==> src/shared/lfb_pkg.sv <==
// Purpose: constants and carriers for the lcd frame, blink and scroll control
// Assumes: 10 MHz system clock; lcd source rates derived by enable pulses
// Notes:   register offsets are special-function addresses on the core's sfr port
package lfb_pkg;

	// ------------------------------------------------------------
	// register map
	// ------------------------------------------------------------
	localparam logic [7:0] ADDR_CLK_BLINK  = 8'h96;
	localparam logic [7:0] ADDR_SCROLL_CTL = 8'hb1;
	localparam logic [7:0] RST_CLK_BLINK   = 8'h00;
	localparam logic [7:0] RST_SCROLL_CTL  = 8'h00;

	// scroll control fields
	localparam int SC_AUTO   = 7;
	localparam int SC_INV    = 6;
	localparam int SC_SCR_LO = 2;
	localparam int SC_DONE   = 1;
	localparam int SC_HOLD   = 0;

	// clock and blink fields
	localparam int CK_MODE_LO = 6;
	localparam int CK_RATE_LO = 4;
	localparam int CK_FD_LO   = 0;

	// ------------------------------------------------------------
	// encodings
	// ------------------------------------------------------------
	localparam logic [1:0] MUX_RSVD = 2'h0;
	localparam logic [1:0] MUX_2X   = 2'h1;
	localparam logic [1:0] MUX_3X   = 2'h2;
	localparam logic [1:0] MUX_4X   = 2'h3;

	localparam logic [1:0] BLK_SW_OFF = 2'h0;
	localparam logic [1:0] BLK_SW_ON  = 2'h1;
	localparam logic [1:0] BLK_2HZ    = 2'h2;
	localparam logic [1:0] BLK_RATE   = 2'h3;

	// ------------------------------------------------------------
	// timing
	// ------------------------------------------------------------
	localparam int CLK_HZ       = 10_000_000;
	localparam int SRC_FAST_HZ  = 2048;
	localparam int SRC_SLOW_HZ  = 128;
	localparam int BLINK_TICK_HZ = 4;
	localparam int SRC_FAST_CYCLES = CLK_HZ / SRC_FAST_HZ;
	localparam int SRC_SLOW_CYCLES = CLK_HZ / SRC_SLOW_HZ;
	localparam int BLINK_TICK_CYCLES = CLK_HZ / BLINK_TICK_HZ;
	// half blink period in quarter-second ticks
	localparam logic [3:0] HALF_2HZ = 4'h1;

	typedef enum logic [1:0] {
		LFB_UPD_RUN  = 2'b00,
		LFB_UPD_HOLD = 2'b01,
		LFB_UPD_PEND = 2'b10
	} lfb_upd_t;

	typedef struct packed {
		logic       blinkEnable;
		logic       sourceClockSelect;
		logic [1:0] muxLevel;
	} lfb_main_cfg_t;

	typedef struct packed {
		logic       useDataRegs;
		logic       displayBlank;
		logic       frameInvert;
		logic [1:0] screen;
		logic [1:0] comIndex;
		logic       frameStart;
		logic       driveTick;
	} lfb_drive_t;

endpackage : lfb_pkg

==> src/rtl/lfb_frame_ctrl.sv <==
// Purpose: lcd drive timing, frame inversion, blink, auto scroll, update handshake
// Assumes: sfr strobes come from logic on clk; main config comes from the lcd config sfr
// Notes:   read data appears one cycle after sfrRdEn
//
// Overview of operation
// - auto scroll steps the shown screen through all four banks by itself
// - scroll period comes from the blink rate field
// - with auto scroll and blink both on, scroll runs and blink is suppressed
// - frame invert set inverts alternate frames; clear means no inversion
// - screen select field picks which of the four banks is shown
// - update done flag sets once a new frame starts after memory is taken up
// - hold update set stops using data registers; processor rewrites them freely
// - hold update cleared resumes data registers at the next frame boundary
// - blink source 00 is software blink blanked, 01 software blink shown
// - blink source 10 blinks at two hertz
// - blink source 11 takes blink rate from the rate field
// - rate field gives 1, 1/2, 1/3, 1/4 hertz blink
// - fast source 2x mux drives 2048/(4*(fd+1)), fd 0 gives 16 Hz
// - fast source 3x/4x drives 2048/(2*(fd+1)), 3x fd 1 341.3, fd 0 32 Hz
// - blinking only when main blink enable is set
// - mux field 01, 10, 11 gives 2x, 3x, 4x; 00 reserved
module lfb_frame_ctrl #(
	parameter int FAST_CYCLES  = lfb_pkg::SRC_FAST_CYCLES,
	parameter int SLOW_CYCLES  = lfb_pkg::SRC_SLOW_CYCLES,
	parameter int BLINK_CYCLES = lfb_pkg::BLINK_TICK_CYCLES
) (
	// clock and reset
	input  wire logic                   clk,
	input  wire logic                   reset,
	// sfr port
	input  wire logic [7:0]             sfrAddr,
	input  wire logic                   sfrWrEn,
	input  wire logic [7:0]             sfrWrData,
	input  wire logic                   sfrRdEn,
	output logic      [7:0]             sfrRdData,
	// main lcd configuration
	input  wire lfb_pkg::lfb_main_cfg_t mainCfg,
	// drive control toward segment and common drivers
	output lfb_pkg::lfb_drive_t         drive
);
	import lfb_pkg::*;

	localparam int CW = $clog2(SLOW_CYCLES + 1);
	localparam int BW = $clog2(BLINK_CYCLES + 1);

	if (FAST_CYCLES < 1 || SLOW_CYCLES < FAST_CYCLES || BLINK_CYCLES < 1) begin : g_chk
		$error("lfb_frame_ctrl: bad cycle counts");
	end

	// ------------------------------------------------------------
	// registers and update handshake
	// ------------------------------------------------------------
	logic [7:0] clkCfg, next_clkCfg;
	logic [7:0] scrCtl, next_scrCtl;
	logic       doneFlag, next_doneFlag;
	lfb_upd_t   updState, next_updState;
	logic [7:0] next_sfrRdData;
	logic       frameStart;

	logic       autoEn, invEn, holdBit, wrScroll;
	logic [1:0] blkMode, blkRate, screenSel;
	logic [3:0] fd;
	assign autoEn    = scrCtl[SC_AUTO];
	assign invEn     = scrCtl[SC_INV];
	assign holdBit   = scrCtl[SC_HOLD];
	assign screenSel = scrCtl[SC_SCR_LO +: 2];
	assign blkMode   = clkCfg[CK_MODE_LO +: 2];
	assign blkRate   = clkCfg[CK_RATE_LO +: 2];
	assign fd        = clkCfg[CK_FD_LO +: 4];
	assign wrScroll  = sfrWrEn && sfrAddr == ADDR_SCROLL_CTL;

	always_comb begin
		next_clkCfg   = clkCfg;
		next_scrCtl   = scrCtl;
		next_doneFlag = doneFlag;
		next_updState = updState;
		if (sfrWrEn && sfrAddr == ADDR_CLK_BLINK) begin
			next_clkCfg = sfrWrData;
		end
		if (wrScroll) begin
			next_scrCtl = sfrWrData;
			// software may only clear the done flag
			if (!sfrWrData[SC_DONE]) begin
				next_doneFlag = 1'b0;
			end
		end
		unique case (updState)
			LFB_UPD_RUN: begin
				if (next_scrCtl[SC_HOLD]) begin
					next_updState = LFB_UPD_HOLD;
				end
			end
			LFB_UPD_HOLD: begin
				if (!next_scrCtl[SC_HOLD]) begin
					next_updState = LFB_UPD_PEND;
				end
			end
			LFB_UPD_PEND: begin
				if (next_scrCtl[SC_HOLD]) begin
					next_updState = LFB_UPD_HOLD;
				end else if (frameStart) begin
					next_updState = LFB_UPD_RUN;
					next_doneFlag = 1'b1;
				end
			end
			default: begin
				next_updState = LFB_UPD_RUN;
			end
		endcase
		next_sfrRdData = 8'h00;
		if (sfrRdEn && sfrAddr == ADDR_CLK_BLINK) begin
			next_sfrRdData = clkCfg;
		end else if (sfrRdEn && sfrAddr == ADDR_SCROLL_CTL) begin
			next_sfrRdData = {scrCtl[7:2], doneFlag, scrCtl[SC_HOLD]};
		end
	end

	always_ff @(posedge clk) begin
		if (reset) begin
			clkCfg    <= RST_CLK_BLINK;
			scrCtl    <= RST_SCROLL_CTL;
			doneFlag  <= 1'b0;
			updState  <= LFB_UPD_RUN;
			sfrRdData <= 8'h00;
		end else begin
			clkCfg    <= next_clkCfg;
			scrCtl    <= next_scrCtl;
			doneFlag  <= next_doneFlag;
			updState  <= next_updState;
			sfrRdData <= next_sfrRdData;
		end
	end

	// ------------------------------------------------------------
	// drive and frame timing
	// ------------------------------------------------------------
	function automatic logic [7:0] drvPeriodOf(input logic slow, input logic [1:0] mux,
		input logic [3:0] fdv);
		logic       two;
		logic [4:0] fdp;
		two = (mux == MUX_2X) || (mux == MUX_RSVD);
		fdp = {1'b0, fdv} + 5'h01;
		if (slow) begin
			if (fdv == 4'hf) return 8'h01;
			if (fdv == 4'h0) return 8'h02;
			if (two && fdv == 4'h2) return 8'h06;
			if (two && fdv >= 4'h3) return 8'h08;
			return 8'h04;
		end
		if (fdv == 4'h0) return two ? 8'h80 : 8'h40;
		if (two) return {1'b0, fdp, 2'b00};
		if (mux == MUX_3X && fdv == 4'h1) return 8'h06;
		return {2'b00, fdp, 1'b0};
	endfunction : drvPeriodOf

	logic [CW-1:0] srcCnt, next_srcCnt;
	logic [7:0]    drvCnt, next_drvCnt;
	logic [1:0]    comIdx, next_comIdx;
	logic          invPhase, next_invPhase;
	logic [BW-1:0] baseCnt, next_baseCnt;
	logic [3:0]    blinkCnt, next_blinkCnt;
	logic          blinkPhase, next_blinkPhase;
	logic [4:0]    scrollCnt, next_scrollCnt;
	logic          scrollPend, next_scrollPend;
	logic [1:0]    autoScreen, next_autoScreen;
	lfb_drive_t    next_drive;
	logic [CW-1:0] srcPeriod;
	logic [7:0]    drvPeriod;
	logic [1:0]    comLast;
	logic [3:0]    blinkHalf;
	logic [4:0]    scrollPeriod;
	logic          srcTick, drvTick, qTick;

	always_comb begin
		srcPeriod = mainCfg.sourceClockSelect ? CW'(SLOW_CYCLES) : CW'(FAST_CYCLES);
		drvPeriod = drvPeriodOf(mainCfg.sourceClockSelect, mainCfg.muxLevel, fd);
		// reserved mux code runs as 2x
		unique case (mainCfg.muxLevel)
			MUX_3X:  comLast = 2'h2;
			MUX_4X:  comLast = 2'h3;
			default: comLast = 2'h1;
		endcase
		unique case (blkMode)
			BLK_2HZ: blinkHalf = HALF_2HZ;
			default: blinkHalf = {1'b0, blkRate, 1'b0} + 4'h2;
		endcase
		scrollPeriod = {1'b0, blkRate, 2'b00} + 5'h04;
		srcTick    = srcCnt >= srcPeriod - CW'(1);
		drvTick    = srcTick && drvCnt >= drvPeriod - 8'h01;
		frameStart = drvTick && comIdx >= comLast;
		qTick      = baseCnt >= BW'(BLINK_CYCLES - 1);

		next_srcCnt = srcTick ? '0 : srcCnt + CW'(1);
		next_drvCnt = drvTick ? 8'h00 : (srcTick ? drvCnt + 8'h01 : drvCnt);
		next_comIdx = frameStart ? 2'h0 : (drvTick ? comIdx + 2'h1 : comIdx);
		next_invPhase = invPhase;
		if (frameStart) begin
			next_invPhase = invEn && !invPhase;
		end
		next_baseCnt    = qTick ? '0 : baseCnt + BW'(1);
		next_blinkCnt   = blinkCnt;
		next_blinkPhase = blinkPhase;
		if (qTick) begin
			if (blinkCnt >= blinkHalf - 4'h1) begin
				next_blinkCnt   = 4'h0;
				next_blinkPhase = !blinkPhase;
			end else begin
				next_blinkCnt = blinkCnt + 4'h1;
			end
		end
		next_scrollCnt  = scrollCnt;
		next_scrollPend = scrollPend && autoEn;
		next_autoScreen = autoEn ? autoScreen : screenSel;
		if (autoEn && qTick) begin
			if (scrollCnt >= scrollPeriod - 5'h01) begin
				next_scrollCnt  = 5'h00;
				next_scrollPend = 1'b1;
			end else begin
				next_scrollCnt = scrollCnt + 5'h01;
			end
		end else if (!autoEn) begin
			next_scrollCnt = 5'h00;
		end
		if (autoEn && frameStart && scrollPend) begin
			next_autoScreen = autoScreen + 2'h1;
			next_scrollPend = 1'b0;
		end

		next_drive.useDataRegs = next_updState == LFB_UPD_RUN;
		next_drive.frameInvert = next_invPhase;
		next_drive.screen      = autoEn ? next_autoScreen : screenSel;
		next_drive.comIndex    = next_comIdx;
		next_drive.frameStart  = frameStart;
		next_drive.driveTick   = drvTick;
		next_drive.displayBlank = 1'b0;
		if (!autoEn && mainCfg.blinkEnable) begin
			unique case (blkMode)
				BLK_SW_OFF: next_drive.displayBlank = 1'b1;
				BLK_SW_ON:  next_drive.displayBlank = 1'b0;
				default:    next_drive.displayBlank = next_blinkPhase;
			endcase
		end
	end

	always_ff @(posedge clk) begin
		if (reset) begin
			srcCnt     <= '0;
			drvCnt     <= 8'h00;
			comIdx     <= 2'h0;
			invPhase   <= 1'b0;
			baseCnt    <= '0;
			blinkCnt   <= 4'h0;
			blinkPhase <= 1'b0;
			scrollCnt  <= 5'h00;
			scrollPend <= 1'b0;
			autoScreen <= 2'h0;
			drive      <= '0;
		end else begin
			srcCnt     <= next_srcCnt;
			drvCnt     <= next_drvCnt;
			comIdx     <= next_comIdx;
			invPhase   <= next_invPhase;
			baseCnt    <= next_baseCnt;
			blinkCnt   <= next_blinkCnt;
			blinkPhase <= next_blinkPhase;
			scrollCnt  <= next_scrollCnt;
			scrollPend <= next_scrollPend;
			autoScreen <= next_autoScreen;
			drive      <= next_drive;
		end
	end
endmodule : lfb_frame_ctrl

==> config.mk <==
export PLATFORM = sky130hd
export DESIGN_NAME = lfb_frame_ctrl
export DESIGN_NICKNAME = d
export VERILOG_FILES = /design/src/shared/lfb_pkg.sv /design/src/rtl/lfb_frame_ctrl.sv
export SDC_FILE = /design/constraint.sdc
export NUM_CORES = 1
export LEC_CHECK = 0
export ABC_AREA = 0
export BUFFER_PORTS_ARGS = -buffer_cell sky130_fd_sc_hd__buf_2
export CORE_ASPECT_RATIO = 1.25
export CORE_MARGIN = 5
export CORE_UTILIZATION = 39
export DETAILED_ROUTE_END_ITERATION = 12
export HOLD_SLACK_MARGIN = 0.08
export PLACE_DENSITY_LB_ADDON = 0.12
export SYNTH_ARGS = -nofsm -noshare
export SYNTH_HDL_FRONTEND = slang
export SYNTH_SLANG_ARGS = --single-unit
==> constraint.sdc <==
create_clock -name clk -period 3.6 [get_ports clk]
set_clock_uncertainty 0.15 [all_clocks]
set_input_delay 0.36 -clock clk [delete_from_list [all_inputs] [get_ports clk]]
set_output_delay 0.36 -clock clk [all_outputs]
set_load 0.05 [all_outputs]
==> results.toml <==
[global_route]
grt_pass1_wl_um = 19680
antenna_found_initial = 0
track_usage = 0.1548
grt_overflow = 0
grt_start_max_net_pins = 47
grt_pass1_vias = 4095

[power_and_ir_drop]
combPwrFrac = 0.053
clockPowerShare = 0.448
sw_frac_of_total = 0.2448
p_per_area_nw_per_um2 = 348.1
ir_worst_vdd_v = 0.0002248
power_frac_seq = 0.499
p_int_w = 0.001610
total_power_w = 0.002132
cellLeakagePower_nw = 2.575
power.switching_w = 0.0005220

[timing]
min_period_ns = 3.782
rsz0062_at_grt = "yes"
fmaxAchievable_mhz = 264.4
worst_pin_slew_ns = 0.8170
setup_ws_ns = -0.1818
maxSlewHeadroom = 0.4553
fin_tns_setup_ns = -1.248
drv_slew = 0
setup_viol_count_final = 19
finalHoldViolations = 0
period_share = 1.050

[synthesis]
synth_warnings = 0
async_flop_share = 0
syn_inst = 586
syn_area_um2 = 5057
synth_edf_count = 0
syn_area_per_cell_um2 = 8.630
synth_nets = 645
yosys.cell_types.count = 60
synth-seq-area-share = 0.3761
ys_ff_latch = 95
ys.flop_type = "dfxtp_1"

[drt]
vias_per_cell = 5.192
antenna_left = 0
wirelength_um = 11570
drtIter0Drc = 145
dr.pass1.iters = 4
remaining_drc_errors = 0
vias = 4299
avgRoutedWirePerCell_um = 13.97

[cts]
cts_tree = "yes"
clock-sinks = 95
clk_pin_slew_ns = 0.07
ctsHtreeMaxLevel = 3
clockBufferDepth = 2
clkLatencyLatePin_ns = 0.35
cts_root_buf = "clkbuf_16"
numCtsBuffers = 9

[min_path]
worstHoldPathType = "primary input to flip-flop"
hp-start = "sfrWrData[6]"

[setup_path]
crit_type = "flip-flop to flip-flop"
cp-startpoint = "clkCfg[1]"
cp_slowest_cell = "or4b_4"
worst_ep_required_time_ns = 3.71
cp_max_fo = 4
cp.arrival_ns = 3.89
max_stage_delay_ns = 0.49
endpoint_kind = "flip-flop"
cp_cell_sequence = "inv_4 > ha_4 > or4b_4 > a211oi_4 > a32oi_2 > ha_2 > o21a_1 > o211ai_2 > xor2_1 > ha_1 > and4_1 > o21ai_2 > o31ai_4 > o2111ai_2 > or3_4 > a311oi_2"
crit_path_start_kind = "flip-flop"
timing.rr.start = "clkCfg[1]"

[finish]
drive_above_1_share = 0.2061
fillers = 1223
fin_nets = 714
n_antenna_cell = 0
multiInputGateArea_um2 = 3117
mostFrequentLayoutCell = "nor2_1"
layout_common_cells = "nor2_1, dfxtp_1, buf_2"
ff_latch_area_um2 = 1907
synthToLayoutAreaGrowth_pct = 21.13

[placed_design]
gp_congestion = 0.8152
port_buffers = 40
dp_hpwl_um = 8539

[die]
die_h_um = 137.3
die_area_um2 = 15360
io-pin-count = 41
start_util = 0.3976
row_count = 46
core-area_um2 = 12720
die_w_um = 111.9

[outcome]
status = "finished with violations"
violations = "setup timing"

[flow_run]
max_cap_viol_count = 0
worst max-delay path, delay by kind of cell, from the launching register on:
kind | cells | cell delay, ns
AOI/OAI and AO/OA | 8 | 1.36
and+or+nand+nor | 3 | 1.05
adders and majority gates | 3 | 0.63
buffers and inverters | 1 | 0.07
xor gates and xnor gates | 1 | 0.09
DFF | 1 | 0.34
flip-flops by register name, indices dropped and copies added, names as in the netlist:
| name | count |
|---|---|
| srcCnt | 17 |
| blinkCnt | 4 |
| scrollCnt | 5 |
| updState | 2 |
| invPhase | 1 |
| clkCfg | 8 |
| sfrRdData | 8 |
| doneFlag | 1 |
| autoScreen | 2 |
| scrCtl | 7 |
| blinkPhase | 1 |
| scrollPend | 1 |
| baseCnt | 22 |
| drvCnt | 8 |
| comIdx | 2 |
| drive | 6 |
logic make-up after synthesis:
logic type	Yosys count	synth area share
flip-flops	95	0.3761
AND/OR/NAND/NOR	241	0.2412
XOR/XNOR	46	0.07966
buffers and inverters	43	0.03513
multiplexers	18	0.03563
AO/OA/AOI/OAI	108	0.1457
adder cells (fa/ha/maj)	35	0.08659
cell type report:
class,count,share of cell area
Clock inverter,6,0.01042
Multi-Input combinational cell,448,0.5088
Sequential cell,95,0.3113
Clock buffer,10,0.03901
Tap cell,168,0.03431
Inverter,23,0.01450
Timing Repair Buffer,78,0.08170
Yosys cell counts, types with 3 or more instances:
| cell | n | share of area |
|---|---|---|
| o21ai_0 | 22 | 0.022 |
| o31ai_1 | 4 | 0.0059 |
| ha_1 | 35 | 0.087 |
| xnor2_1 | 18 | 0.031 |
| and4_1 | 4 | 0.0069 |
| buf_2 | 4 | 0.0040 |
| a31oi_1 | 3 | 0.0037 |
| nand4_1 | 7 | 0.0087 |
| or3_1 | 9 | 0.011 |
| dfxtp_1 | 95 | 0.38 |
| nand3_1 | 24 | 0.024 |
| or4_1 | 3 | 0.0045 |
| a21o_1 | 6 | 0.0089 |
| xor2_1 | 28 | 0.048 |
| a211oi_1 | 11 | 0.016 |
| clkbuf_1 | 14 | 0.010 |
| nor2b_1 | 5 | 0.0062 |
| nand2b_1 | 14 | 0.017 |
| nand2_1 | 28 | 0.021 |
| a21oi_1 | 27 | 0.027 |
| nor3_1 | 12 | 0.012 |
| mux2i_1 | 18 | 0.036 |
| nand3b_1 | 3 | 0.0045 |
| nor2_1 | 102 | 0.076 |
| o21a_1 | 5 | 0.0074 |
| nor3b_1 | 4 | 0.0059 |
| a22oi_1 | 9 | 0.013 |
| inv_1 | 23 | 0.017 |
| and3_1 | 7 | 0.0087 |
power by group through the flow:
stage	registers, W	logic, W	clock network (W)
3_5_place_dp	0.00109	0.000105	0
6_report	0.00106	0.000113	0.000955
4_1_cts	0.00106	0.000109	0.000981
5_1_grt	0.00107	0.000125	0.00103
2_1_floorplan	0.00109	0.0000630	0
3_3_place_gp	0.00109	0.000103	0
timing repair:
action | in CTS | in global routing
buffers inserted | 3 | 6
pin swaps | 4 | 13
endpoints found under the setup margin | 18 | 21
gates resized for setup | 7 | 19
hold buffers | 0 | 0
per-layer routing:
| layer | vias to the layer above | global-route usage | part of all wire |
|---|---|---|---|
| li1 | 2196 | - | - |
| met1 | 2024 | 0.2014 | 0.47 |
| met2 | 66 | 0.2563 | 0.49 |
| met3 | 13 | 0.02988 | 0.029 |
| met4 | 0 | 0.05612 | 0.017 |
| met5 | - | 0 | 0 |
stage by stage:
stage	std cells	utilization	instance area, um2	setup WS, ns	hold WS, ns
after floorplan	586	-	5100	-0.004389	0.2760
after global placement	804	0.4436	5643	-0.07698	0.2921
after detailed placement	804	0.4436	5643	-0.2130	0.3004
after CTS	823	0.4719	6002	-0.1857	0.1056
after global routing	828	0.4816	6126	-0.3286	0.1274
final	828	0.4816	6126	-0.1818	0.1167
worst paths after layout:
check                                endpoint  slack [ns]  cells after the start
worst max-delay path            autoScreen[1]       -0.18                     16
worst min register to register     baseCnt[0]        0.32                      1
worst max register to register  autoScreen[1]       -0.18                     16
worst min-delay path                clkCfg[6]        0.12                      3
(Power assumes the default switching activity.)
